<file path="config.mk">
export PLATFORM = sky130hd
export DESIGN_NAME = i2css_top
export DESIGN_NICKNAME = d
export VERILOG_FILES = /design/src/verilog/i2css_pkg.sv /design/src/verilog/i2css_top.sv
export SDC_FILE = /design/constraint.sdc
export NUM_CORES = 1
export LEC_CHECK = 0
export BUFFER_PORTS_ARGS = -buffer_cell sky130_fd_sc_hd__buf_2
export CORE_MARGIN = 2
export CORE_UTILIZATION = 54
export CTS_CLUSTER_DIAMETER = 80
export DETAILED_ROUTE_END_ITERATION = 8
export PLACE_DENSITY = 0.73
export SLEW_MARGIN = 10
export SYNTH_ARGS = -nofsm -noshare
export SYNTH_HDL_FRONTEND = slang
export SYNTH_SLANG_ARGS = --single-unit
</file>
<file path="constraint.sdc">
create_clock -name sys_clk -period 2 [get_ports sys_clk]
set_input_delay 0.2 -clock sys_clk [delete_from_list [all_inputs] [get_ports sys_clk]]
set_output_delay 0.2 -clock sys_clk [all_outputs]
set_load 0.02 [all_outputs]
</file>
<file path="src/verilog/i2css_pkg.sv">
/*
  Constants for the two-wire slave: register offsets, field positions,
  reset values, command codes and the state encoding.
  Assumes an 8-bit register port with a 4-bit address.
*/
package i2css_pkg;
  localparam int unsigned AW = 4;
  localparam int unsigned DW = 8;
  localparam logic [AW-1:0] OFF_MASTER_CONTROL_A = 4'h3;
  localparam logic [AW-1:0] OFF_CTRLA  = 4'h9;
  localparam logic [AW-1:0] OFF_CTRLB  = 4'hA;
  localparam logic [AW-1:0] OFF_STATUS = 4'hB;
  localparam logic [AW-1:0] OFF_ADDR   = 4'hC;
  localparam logic [AW-1:0] OFF_DATA   = 4'hD;
  // Field positions
  localparam int unsigned MEN_BIT   = 0;
  localparam int unsigned SEN_BIT   = 0;
  localparam int unsigned MATCH_ALL_ADDRESSES_MODE_BIT  = 2;
  localparam int unsigned ACKA_BIT  = 2;
  localparam int unsigned DIF_BIT   = 7;
  localparam int unsigned ADDR_OR_STOP_IRQ_FLAG_BIT  = 6;
  localparam int unsigned HOLD_BIT  = 5;
  localparam int unsigned RECEIVED_ACK_BIT_BIT = 4;
  localparam int unsigned TRANSMIT_COLLISION_FLAG_BIT  = 3;
  localparam int unsigned BERR_BIT  = 2;
  localparam int unsigned DIR_BIT   = 1;
  localparam int unsigned AP_BIT    = 0;
  localparam int unsigned GC_BIT    = 0;
  // Reset values
  localparam logic [DW-1:0] RST_REG  = 8'h00;
  localparam logic          RST_LINE = 1'h1;
  // Command codes
  localparam logic [1:0] NO_OPERATION_CODE         = 2'h0;
  localparam logic [1:0] RESERVED_CODE             = 2'h1;
  localparam logic [1:0] COMPLETE_TRANSACTION_CODE = 2'h2;
  localparam logic [1:0] RESPONSE_CODE             = 2'h3;
  localparam logic [3:0] BYTE_BITS = 4'h8;
  // Where the link goes after an acknowledge bit
  typedef enum logic [1:0] {
    NX_RX   = 2'h0,
    NX_WAIT = 2'h1,
    NX_DIF  = 2'h2
  } i2css_next_t;
  typedef enum logic [6:0] {
    S_IDLE = 7'h01,
    S_RX   = 7'h02,
    S_HOLD = 7'h04,
    S_ACK  = 7'h08,
    S_TX   = 7'h10,
    S_RACK = 7'h20,
    S_WAIT = 7'h40
  } i2css_state_t;
endpackage

</file>
<file path="src/verilog/i2css_top.sv">
/*
  Two-wire bus slave with command, status and own-address registers.
  Assumes an external master drives SCL at no more than a quarter of
  sys_clk; SCL and SDA are open drain, resolved outside this module.
*/
`timescale 1ns/1ps
module i2css_top
(
  input  wire logic                   sys_clk,
  input  wire logic                   rst,
  input  wire logic [i2css_pkg::AW-1:0] reg_addr,
  input  wire logic [i2css_pkg::DW-1:0] reg_wdata,
  input  wire logic                   reg_wr,
  input  wire logic                   reg_rd,
  output logic      [i2css_pkg::DW-1:0] reg_rdata,
  input  wire logic                   scl_in,
  output logic                        scl_out,
  output logic                        scl_oe,
  input  wire logic                   sda_in,
  output logic                        sda_out,
  output logic                        sda_oe
);
  import i2css_pkg::*;

  ////////////////////////////////////////////////////////////////////
  // Pin synchronisers: level changes once stages two and three agree
  logic [2:0] scl_s_q;
  logic [2:0] sda_s_q;
  logic       scl_f_q;
  logic       sda_f_q;
  logic       scl_rise;
  logic       scl_fall;
  logic       start_ev;
  logic       stop_ev;

  always_ff @(posedge sys_clk or posedge rst)
  begin
    if (rst)
    begin
      scl_s_q <= {3{RST_LINE}};
      sda_s_q <= {3{RST_LINE}};
    end
    else
    begin
      scl_s_q <= {scl_s_q[1:0], scl_in};
      sda_s_q <= {sda_s_q[1:0], sda_in};
    end
  end

  always_ff @(posedge sys_clk or posedge rst)
  begin
    if (rst)
    begin
      scl_f_q <= RST_LINE;
      sda_f_q <= RST_LINE;
    end
    else
    begin
      if (scl_s_q[1] == scl_s_q[2])
        scl_f_q <= scl_s_q[2];
      if (sda_s_q[1] == sda_s_q[2])
        sda_f_q <= sda_s_q[2];
    end
  end

  // SDA moves only while SCL stays high for a Start or Stop
  assign scl_rise = (scl_s_q[1] == scl_s_q[2]) && scl_s_q[2] && !scl_f_q;
  assign scl_fall = (scl_s_q[1] == scl_s_q[2]) && !scl_s_q[2] && scl_f_q;
  assign start_ev = scl_f_q && (sda_s_q[1] == sda_s_q[2]) && !sda_s_q[2]
                    && sda_f_q;
  assign stop_ev  = scl_f_q && (sda_s_q[1] == sda_s_q[2]) && sda_s_q[2]
                    && !sda_f_q;

  ////////////////////////////////////////////////////////////////////
  // Register decode
  logic          master_en_q;
  logic          slave_en_q;
  logic          match_all_q;
  logic          ack_action_q;
  logic [DW-1:0] own_addr_q;
  logic          wr_ctrlb;
  logic          wr_status;
  logic          data_wr;
  logic          data_rd;
  logic          cmd_valid;
  logic          sw_access;
  logic [1:0]    cmd;

  assign wr_ctrlb  = reg_wr && (reg_addr == OFF_CTRLB);
  assign wr_status = reg_wr && (reg_addr == OFF_STATUS);
  assign data_wr   = reg_wr && (reg_addr == OFF_DATA);
  assign data_rd   = reg_rd && (reg_addr == OFF_DATA);
  assign cmd       = wr_ctrlb ? reg_wdata[1:0] : NO_OPERATION_CODE;
  // Only codes 2 and 3 execute; reserved and no-op only store the acknowledge bit
  assign cmd_valid = wr_ctrlb && cmd[1];
  assign sw_access = data_wr || data_rd || cmd_valid;

  always_ff @(posedge sys_clk or posedge rst)
  begin
    if (rst)
    begin
      master_en_q  <= 1'h0;
      slave_en_q   <= 1'h0;
      match_all_q  <= 1'h0;
      ack_action_q <= 1'h0;
      own_addr_q   <= RST_REG;
    end
    else if (reg_wr)
    begin
      case (reg_addr)
        OFF_MASTER_CONTROL_A: master_en_q <= reg_wdata[MEN_BIT];
        OFF_CTRLA:
        begin
          slave_en_q  <= reg_wdata[SEN_BIT];
          match_all_q <= reg_wdata[MATCH_ALL_ADDRESSES_MODE_BIT];
        end
        OFF_CTRLB: ack_action_q <= reg_wdata[ACKA_BIT];
        OFF_ADDR: own_addr_q <= reg_wdata;
        default: ;
      endcase
    end
  end

  ////////////////////////////////////////////////////////////////////
  // Link state machine
  i2css_state_t  state_q;
  i2css_next_t   nxt_q;
  logic [3:0]    cnt_q;
  logic [DW-1:0] shreg_q;
  logic          is_addr_q;
  logic          pend_addr_q;
  logic          addressed_q;
  logic          dir_q;
  logic          ap_q;
  logic          received_ack_bit_q;
  logic          dif_q;
  logic          addr_or_stop_irq_flag_q;
  logic          transmit_collision_flag_q;
  logic          illegal_bus_condition_flag_q;
  logic          addr_match;
  logic          byte_in;
  logic          dif_set;
  logic          addr_or_stop_irq_flag_set;
  logic          transmit_collision_flag_set;
  logic          berr_set;
  logic          pend_w1c;
  logic          mid_byte;

  // General call when bit 0 of the own address allows it, or when match-all is set
  assign addr_match = match_all_q
                      || (shreg_q[7:1] == own_addr_q[7:1])
                      || (own_addr_q[GC_BIT] && shreg_q[7:1] == 7'h00);
  assign byte_in  = (state_q == S_RX) && scl_fall && (cnt_q == BYTE_BITS);
  // First clock of a received data byte may legally carry a Stop or repeated Start
  assign mid_byte = ((state_q == S_RX) && (cnt_q > 4'h1) && !is_addr_q)
                    || ((state_q == S_RX) && is_addr_q)
                    || (state_q == S_TX) || (state_q == S_RACK)
                    || (state_q == S_ACK);
  // Start then Stop at once, or any condition inside a byte
  assign berr_set = master_en_q && slave_en_q
                    && (start_ev || stop_ev) && mid_byte;
  assign pend_w1c = wr_status && (pend_addr_q ? reg_wdata[ADDR_OR_STOP_IRQ_FLAG_BIT]
                                              : reg_wdata[DIF_BIT]);
  assign dif_set  = (byte_in && !is_addr_q)
                    || ((state_q == S_ACK) && scl_fall && nxt_q == NX_DIF)
                    || ((state_q == S_RACK) && scl_fall);
  assign addr_or_stop_irq_flag_set = (byte_in && is_addr_q && addr_match)
                    || (stop_ev && addressed_q && slave_en_q);
  // Released line read back low while a one was meant
  assign transmit_collision_flag_set = scl_rise && !sda_f_q
                    && (((state_q == S_TX) && shreg_q[7])
                        || ((state_q == S_ACK) && ack_action_q));

  always_ff @(posedge sys_clk or posedge rst)
  begin
    if (rst)
    begin
      state_q     <= S_IDLE;
      nxt_q       <= NX_RX;
      cnt_q       <= 4'h0;
      is_addr_q   <= 1'h0;
      pend_addr_q <= 1'h0;
    end
    else if (!slave_en_q)
      state_q <= S_IDLE;
    else if (stop_ev || berr_set)
      state_q <= S_IDLE;
    else if (start_ev)
    begin
      state_q   <= S_RX;
      cnt_q     <= 4'h0;
      is_addr_q <= 1'h1;
    end
    else
    begin
      case (state_q)
        S_RX:
        begin
          if (scl_rise)
            cnt_q <= cnt_q + 4'h1;
          if (byte_in)
          begin
            pend_addr_q <= is_addr_q;
            state_q     <= (is_addr_q && !addr_match) ? S_WAIT : S_HOLD;
          end
        end
        S_HOLD:
        begin
          cnt_q <= 4'h0;
          if (cmd_valid && cmd == COMPLETE_TRANSACTION_CODE)
          begin
            nxt_q   <= NX_WAIT;
            state_q <= dir_q ? S_WAIT : S_ACK;
          end
          else if (cmd_valid && pend_addr_q)
          begin
            nxt_q   <= dir_q ? NX_DIF : NX_RX;
            state_q <= S_ACK;
          end
          else if (cmd_valid || data_wr)
          begin
            nxt_q   <= NX_RX;
            state_q <= (dir_q || data_wr) ? S_TX : S_ACK;
          end
          else if (data_rd && !dir_q)
          begin
            nxt_q   <= NX_RX;
            state_q <= S_ACK;
          end
          else if (pend_w1c)
            state_q <= S_WAIT;
        end
        S_ACK:
          if (scl_fall)
          begin
            is_addr_q   <= 1'h0;
            pend_addr_q <= 1'h0;
            case (nxt_q)
              NX_RX: state_q <= S_RX;
              NX_DIF: state_q <= S_HOLD;
              default: state_q <= S_WAIT;
            endcase
          end
        S_TX:
          if (scl_fall)
          begin
            cnt_q <= cnt_q + 4'h1;
            if (cnt_q == BYTE_BITS - 4'h1)
              state_q <= S_RACK;
          end
        S_RACK:
          if (scl_fall)
          begin
            pend_addr_q <= 1'h0;
            state_q     <= S_HOLD;
          end
        S_IDLE, S_WAIT: ;
        default: state_q <= S_IDLE;
      endcase
    end
  end

  // Shift register: loads from software only while the clock is held
  always_ff @(posedge sys_clk or posedge rst)
  begin
    if (rst)
      shreg_q <= RST_REG;
    else if ((state_q == S_RX) && scl_rise)
      shreg_q <= {shreg_q[DW-2:0], sda_f_q};
    else if ((state_q == S_TX) && scl_fall)
      shreg_q <= {shreg_q[DW-2:0], 1'h0};
    else if ((state_q == S_HOLD) && data_wr)
      shreg_q <= reg_wdata;
  end

  ////////////////////////////////////////////////////////////////////
  // Status flags; a hardware set beats a clear in the same cycle
  always_ff @(posedge sys_clk or posedge rst)
  begin
    if (rst)
    begin
      dif_q    <= 1'h0;
      addr_or_stop_irq_flag_q   <= 1'h0;
      transmit_collision_flag_q   <= 1'h0;
      illegal_bus_condition_flag_q <= 1'h0;
    end
    else
    begin
      dif_q <= dif_set
               || (dif_q && !sw_access
                   && !(wr_status && reg_wdata[DIF_BIT]));
      addr_or_stop_irq_flag_q <= addr_or_stop_irq_flag_set
                || (addr_or_stop_irq_flag_q && !sw_access
                    && !(wr_status && reg_wdata[ADDR_OR_STOP_IRQ_FLAG_BIT]));
      transmit_collision_flag_q <= transmit_collision_flag_set
                || (transmit_collision_flag_q && !start_ev
                    && !(wr_status && reg_wdata[TRANSMIT_COLLISION_FLAG_BIT]));
      illegal_bus_condition_flag_q <= berr_set
                  || (illegal_bus_condition_flag_q && !(wr_status && reg_wdata[BERR_BIT]));
    end
  end

  always_ff @(posedge sys_clk or posedge rst)
  begin
    if (rst)
    begin
      dir_q       <= 1'h0;
      ap_q        <= 1'h0;
      received_ack_bit_q     <= 1'h0;
      addressed_q <= 1'h0;
    end
    else
    begin
      if (byte_in && is_addr_q && addr_match)
      begin
        dir_q       <= shreg_q[0];
        ap_q        <= 1'h1;
        addressed_q <= 1'h1;
      end
      else if (stop_ev)
      begin
        if (addressed_q && slave_en_q)
          ap_q <= 1'h0;
        addressed_q <= 1'h0;
      end
      if ((state_q == S_RACK) && scl_rise)
        received_ack_bit_q <= sda_f_q;
    end
  end

  ////////////////////////////////////////////////////////////////////
  // Pins: open drain, so only the enables ever change
  assign scl_out = 1'h0;
  assign sda_out = 1'h0;
  assign scl_oe  = (state_q == S_HOLD);
  // No low drive on SDA once a collision is seen
  assign sda_oe  = !transmit_collision_flag_q
                   && (((state_q == S_ACK) && !ack_action_q)
                       || ((state_q == S_TX) && !shreg_q[7]));

  ////////////////////////////////////////////////////////////////////
  // Read data, valid in the cycle after the strobe only
  always_ff @(posedge sys_clk or posedge rst)
  begin
    if (rst)
      reg_rdata <= RST_REG;
    else if (!reg_rd)
      reg_rdata <= RST_REG;
    else
    begin
      case (reg_addr)
        OFF_MASTER_CONTROL_A: reg_rdata <= {7'h00, master_en_q};
        OFF_CTRLA: reg_rdata <= {5'h00, match_all_q, 1'h0, slave_en_q};
        OFF_CTRLB: reg_rdata <= {5'h00, ack_action_q, 2'h0};
        OFF_STATUS: reg_rdata <= {dif_q, addr_or_stop_irq_flag_q, scl_oe, received_ack_bit_q,
                                  transmit_collision_flag_q, illegal_bus_condition_flag_q, dir_q, ap_q};
        OFF_ADDR: reg_rdata <= own_addr_q;
        OFF_DATA: reg_rdata <= shreg_q;
        default: reg_rdata <= RST_REG;
      endcase
    end
  end
endmodule

</file>
[Yosys cells after proc, flatten, opt, wreduce, memory -nomap -nowiden]
Cells that the tools add are included.
Word-level totals
  word-level logic and storage cells: 221
  input bits: 18
  output and inout bits: 12
  register bits after elaboration: 59
Cells by class
  $lt $le $gt $ge: 1
  reduce and logical (&&, ||, !) cells: 118
  mux-type cells: 44
  $add $sub $neg: 1
  bitwise logic cells: 2
  equal/unequal tests: 31
Operators with widths (count)
  two-way mux 7 bit: 15
  logical AND 1 bit: 59
  case mux 8 bit (6 select lines): 1
  case mux 7 bit (6 select lines): 1
  two-way mux 8 bit: 4
  inequality test 5 bit, second input constant: 5
  == test 4 bit, second input constant: 6
  logical OR 1 bit: 21
  logical NOT 1 bit: 16
  case mux 7 bit (2 select lines): 1
  two-way mux 2 bit: 6
  two-way mux 4 bit: 3
  case mux 4 bit (3 select lines): 1
  two-way mux 1 bit: 10
  AND reduction 2 bit: 5
  AND reduction 5 bit: 2
  nonzero test 2 bit: 5
  inequality test 9 x 3 -> 1 bit, second input constant: 1
  nonzero test 4 bit: 2
  == test 7 x 1 -> 1 bit, second input constant: 1
  == test 7 x 2 -> 1 bit, second input constant: 1
  == test 7 x 3 -> 1 bit, second input constant: 1
  == test 7 x 4 -> 1 bit, second input constant: 1
  == test 7 x 5 -> 1 bit, second input constant: 1
  23 further kinds: 28

[Depth between registers and ports, before layout]
  depth after elaboration: 12
  depth in mapped cells: 8
  depth with buffers taken out: 7

[Least setup slack after synthesis]
OpenSTA, ideal clock, no wires.
  path kind: register to register
  start point: register state_q[1]
  end point: register state_q[1]
  period minus slack after synthesis: 1.958 ns
  path buffers: 1
  cell stages (with the launch flop): 8
  setup time: 0.125 ns
  data required time: 1.875 ns
  setup slack: 0.042 ns
  arrival time: 1.833 ns
  cell sequence: dfrtp_1 -> buf_4 -> nor4b_1 -> nand2_1 -> inv_2 -> and4_4 -> o31a_4 -> mux2_4
On the way
  elaborated cells on any way between the ends: 31
  those cells by class: 14 x eq/ne; 4 x mux; 13 x reduce/logical
RTL lines
  from (decl): RTL line i2css_top.sv:126  | i2css_state_t state_q;
  from (signal assigned): RTL line i2css_top.sv:204  | state_q <= (is_addr_q && !addr_match) ? S_WAIT : S_HOLD;
  from (signal assigned): RTL line i2css_top.sv:213  | state_q <= dir_q ? S_WAIT : S_ACK;
  from (signal assigned): RTL line i2css_top.sv:223  | state_q <= (dir_q || data_wr) ? S_TX : S_ACK;
  == test 7 x 3 -> 1 bit *
  named net scl_oe: RTL line i2css_top.sv:18  | output logic scl_oe,
  case mux 7 bit (6 select lines): RTL line i2css_top.sv:196  | case (state_q)
  two-way mux 7 bit: RTL line i2css_top.sv:188  | else if (start_ev)
  two-way mux 7 bit: RTL line i2css_top.sv:186  | else if (stop_ev || berr_set)
  two-way mux 7 bit: RTL line i2css_top.sv:184  | else if (!slave_en_q)
The timed path passes the listed nets; every way through them passes the cells marked *.
A chain may end at the register's enable or synchronous reset.

[Worst setup path in the final report]
  start point: register state_q[6]
  end point: output port sda_oe
On the way
  word-level cells in the longest chain between the ends: 4
  elaborated cells on any way between the ends: 6
  those cells by class: 2 x eq/ne; 4 x reduce/logical
Ends and longest elaborated chain
  == test 7 x 4 -> 1 bit or == test 7 x 5 -> 1 bit (tied branches): RTL line i2css_top.sv:338, i2css_top.sv:339
  logical AND 1 bit, on equally long branches: RTL line i2css_top.sv:338, i2css_top.sv:339
  logical OR 1 bit *: RTL line i2css_top.sv:339  | || ((state_q == S_TX) && !shreg_q[7]));
  logical AND 1 bit *: RTL line i2css_top.sv:338  | && (((state_q == S_ACK) && !ack_action_q)
  to (decl): RTL line i2css_top.sv:21  | output logic sda_oe
Mark *: on every way between the ends. The rest lies on a longest branch, timed or not.

==> metrics.txt <==
ranking of synthesized cells by area sky130_fd_sc_hd__dfrtp_1 (37%), sky130_fd_sc_hd__dfstp_2 (6.9%), sky130_fd_sc_hd__nand2_1 (5.5%); cell taking the most area after synthesis sky130_fd_sc_hd__dfrtp_1; multi-input logic area 1897 um^2; via count 3162; post-synthesis sequential area ratio 43.65%; count of endpoints failing setup in the final report 0; primary flip-flop cell chosen by synthesis mapping sky130_fd_sc_hd__dfrtp_1; vias in the first global route 3075; proportion of total power due to net switching 29.13%; final-stage net count 453; number of synthesized flops with an enable pin 0; DIE HEIGHT 83.45 um; wirelength, routed 9545 um; share of layout cells above drive strength 1 36.64%; RSZ-0062 raised after global routing true; floorplan die width 83.45 um; critical path launch point type flip-flop; max-cap violation count 0; Post-Synthesis Cells 349; number of input and output port buffers inserted 27; TritonCTS sink count slightly below 60; portion of the clock cycle consumed by the worst path in the final layout about 99%; count of non-filler cells in the finished layout a little over 500; post-route DRC violation count 0; number of iterations in the first detailed-routing pass 7; post-placement setup slack -0.05786 ns; most frequent cells after synthesis sky130_fd_sc_hd__dfrtp_1 (50), sky130_fd_sc_hd__nand2_1 (50), sky130_fd_sc_hd__nor2_1 (24), sky130_fd_sc_hd__a22oi_1 (16), sky130_fd_sc_hd__mux2_2 (16); Core Box Area 6026 um^2; Area growth syn-to-layout 26.47%; timing-limited maximum frequency 504.7 MHz; final setup skew 0.01189 ns; clock root buffer sky130_fd_sc_hd__clkbuf_8; antenna diode instance count 0; Cell Pwr Density approximately 660 nW/um^2; grt total ovfl 0; First DRT Iteration DRCs 233; I/O pins 30; Num CTS Buffers 9; share of flip-flops with an asynchronous set or reset after synthesis between 90% and 100%; pin count of the biggest net entering global routing 26; number of distinct library cell variants in the gate-level netlist after synthesis 67; post-synth top area share 36.71%; number of standard-cell rows in the floorplan 28; CTS tree yes; peak supply drop 0.5402 mV; type of destination of the critical path output pin; start-to-end type of the worst setup path flip-flop to output pin; total power draw between 0.002 and 0.003 W; overall die area 6963 um^2; per-cell via count in the routed design 6.212; Setup Total Neg Slack 0 ns; critical path data arrival time 1.78 ns; HPWL Detailed 6760 um; Final Hold Vio Count 0; clock transition at the registers of the reported paths 0.06 ns; antenna violations before repair 0; Yosys warning total 0; mean routed wirelength per cell 18.75 um; largest fanout of any net on the critical path 5; number of H-tree branching levels 3; starting utilization of the core area 56.56%; Reg power frac 48.8%; Hold Path Class input port to flip-flop; post-synth design cell area 3408 um^2; synthesized area per cell between 9 and 10 um^2; clock latency at the later pin of the worst-skew pair 0.35 ns; antenna-violating nets left 0; Pleak 1.919 nW; least setup slack across all paths after layout 0.01854 ns; status complete, no violations; Clock Power Share 35.1%; number of slew-limit violations in the final report 0; NetSw slightly above 0.0008 W; relative contribution of combinational cells to total power 16.1%; placed cell count 470; number of cells on the worst reg-to-reg path 5; post-layout min period around 2.0 ns; synthesized flop and latch total 59; Clock Path Buffers 2; aggregate global-route resource usage 27.42%; area taken by flip-flops and latches 1494 um^2; first-pass GRT wire length between 15000 and 20000 um; internal power consumption 0.002013 W; number of cells on the worst hold path 2; Filler Cells Inserted 471; global placer's final weighted congestion 0.9405; Worst Path Required around 1.8 ns
-- path summary, 6_finish.rpt --
check | startpoint | endpoint | slack [ns]
max | state_q[6] | sda_oe | 0.02
min | reg_wdata[5] | own_addr_q[5] | 0.11
max reg2reg | cnt_q[3] | is_addr_q | 0.02
min reg2reg | scl_s_q[0] | scl_s_q[1] | 0.36
max in group asynchronous | rst | shreg_q[1] | 0.97
min in group asynchronous | rst | cnt_q[1] | 0.37
-- power by group through the flow --
stage | registers, W | clock network, W | logic (W)
detailed placement | 0.00140 | 0 | 0.000425
finish | 0.00139 | 0.000998 | 0.000458
global route | 0.00139 | 0.00108 | 0.000494
floorplan | 0.00136 | 0 | 0.000292
global placement | 0.00139 | 0 | 0.000414
CTS | 0.00138 | 0.00101 | 0.000437
-- cells by family (layout without fill, tap and decap cells) --
kind of cell,after synthesis,count (layout),synth area share [%]
and+or+nand+nor,142,142,22.14
AOI/OAI and AO/OA,85,85,18.21
DFF,59,59,43.65
buffers and inverters,27,111,4.589
muxes,20,20,6.755
xor gates and xnor gates,8,8,2.056
adders and majority gates,7,7,2.496
other,1,2,0.1100
-- metal layers --
layer,vias up,share of wire [%],track usage [%],wire (um)
met5,-,0,0,0
met4,0,2.1,10.12,199
met3,28,8.1,7.753,771
met2,160,47,41.64,4439
met1,1536,43,37.65,4135
li1,1438,-,-,-
-- sequential cells by signal, summed over array words and instances (netlist names), 2 cells and up --
name and cells:
cnt_q 4, nxt_q 2, own_addr_q 8, reg_rdata 8
scl_s_q 3, sda_s_q 3, shreg_q 8, state_q 7
-- worst max-delay path, cell delays in order, from the launching register on --
cell                      delay (ns)
sky130_fd_sc_hd__dfrtp_2        0.44
sky130_fd_sc_hd__nor4_4         0.34
sky130_fd_sc_hd__and3_4         0.24
sky130_fd_sc_hd__buf_6          0.11
sky130_fd_sc_hd__a21oi_2        0.05
sky130_fd_sc_hd__nor2_2         0.12
sky130_fd_sc_hd__buf_6          0.13
-- through the flow --
stage / hold WS [ns] / instance area [um^2] / util (%)
global route: 0.1006 / 4310 / 71.53
finish: 0.1089 / 4310 / 71.53
detailed placement: 0.1995 / 3781 / 62.75
global placement: 0.2022 / 3781 / 62.75
floorplan: 0.2045 / 3412 / -
CTS: 0.1021 / 4046 / 67.15
-- layout make-up --
| class | instances | share of cell area [%] |
|---|---|---|
| multi-input cells | 264 | 44.01 |
| clock inverters | 4 | 0.5806 |
| flip-flops and latches | 59 | 34.66 |
| inverters | 11 | 0.9579 |
| repair buffers | 84 | 14.02 |
| clock buffers | 12 | 3.599 |
| well taps | 75 | 2.177 |
-- what timing repair did --
action | in CTS | in global routing
endpoints found under the setup margin | 5 | 19
endpoints found under the hold margin | 11 | 0
gates resized for setup | 11 | 30
hold buffers | 3 | 0
gates cloned | 0 | 1
pin swaps | 4 | 17
setup buffers | 3 | 17
-- cells in the final DEF (no fill, tap or decap), types with 6 or more instances in the layout --
cell	instances
sky130_fd_sc_hd__nand2_1	49
sky130_fd_sc_hd__o211ai_1	8
sky130_fd_sc_hd__a21oi_1	12
sky130_fd_sc_hd__nand3_1	9
sky130_fd_sc_hd__nor3_1	6
sky130_fd_sc_hd__dfrtp_1	45
sky130_fd_sc_hd__nor2_1	22
sky130_fd_sc_hd__inv_1	7
sky130_fd_sc_hd__clkbuf_8	11
sky130_fd_sc_hd__buf_2	26
sky130_fd_sc_hd__nor2b_1	6
sky130_fd_sc_hd__dfstp_2	9
sky130_fd_sc_hd__mux2_2	16
sky130_fd_sc_hd__o21ai_0	10
sky130_fd_sc_hd__xnor2_1	7
sky130_fd_sc_hd__buf_4	49
sky130_fd_sc_hd__a22oi_1	16
No activity file was read; power rests on OpenSTA's default activity.
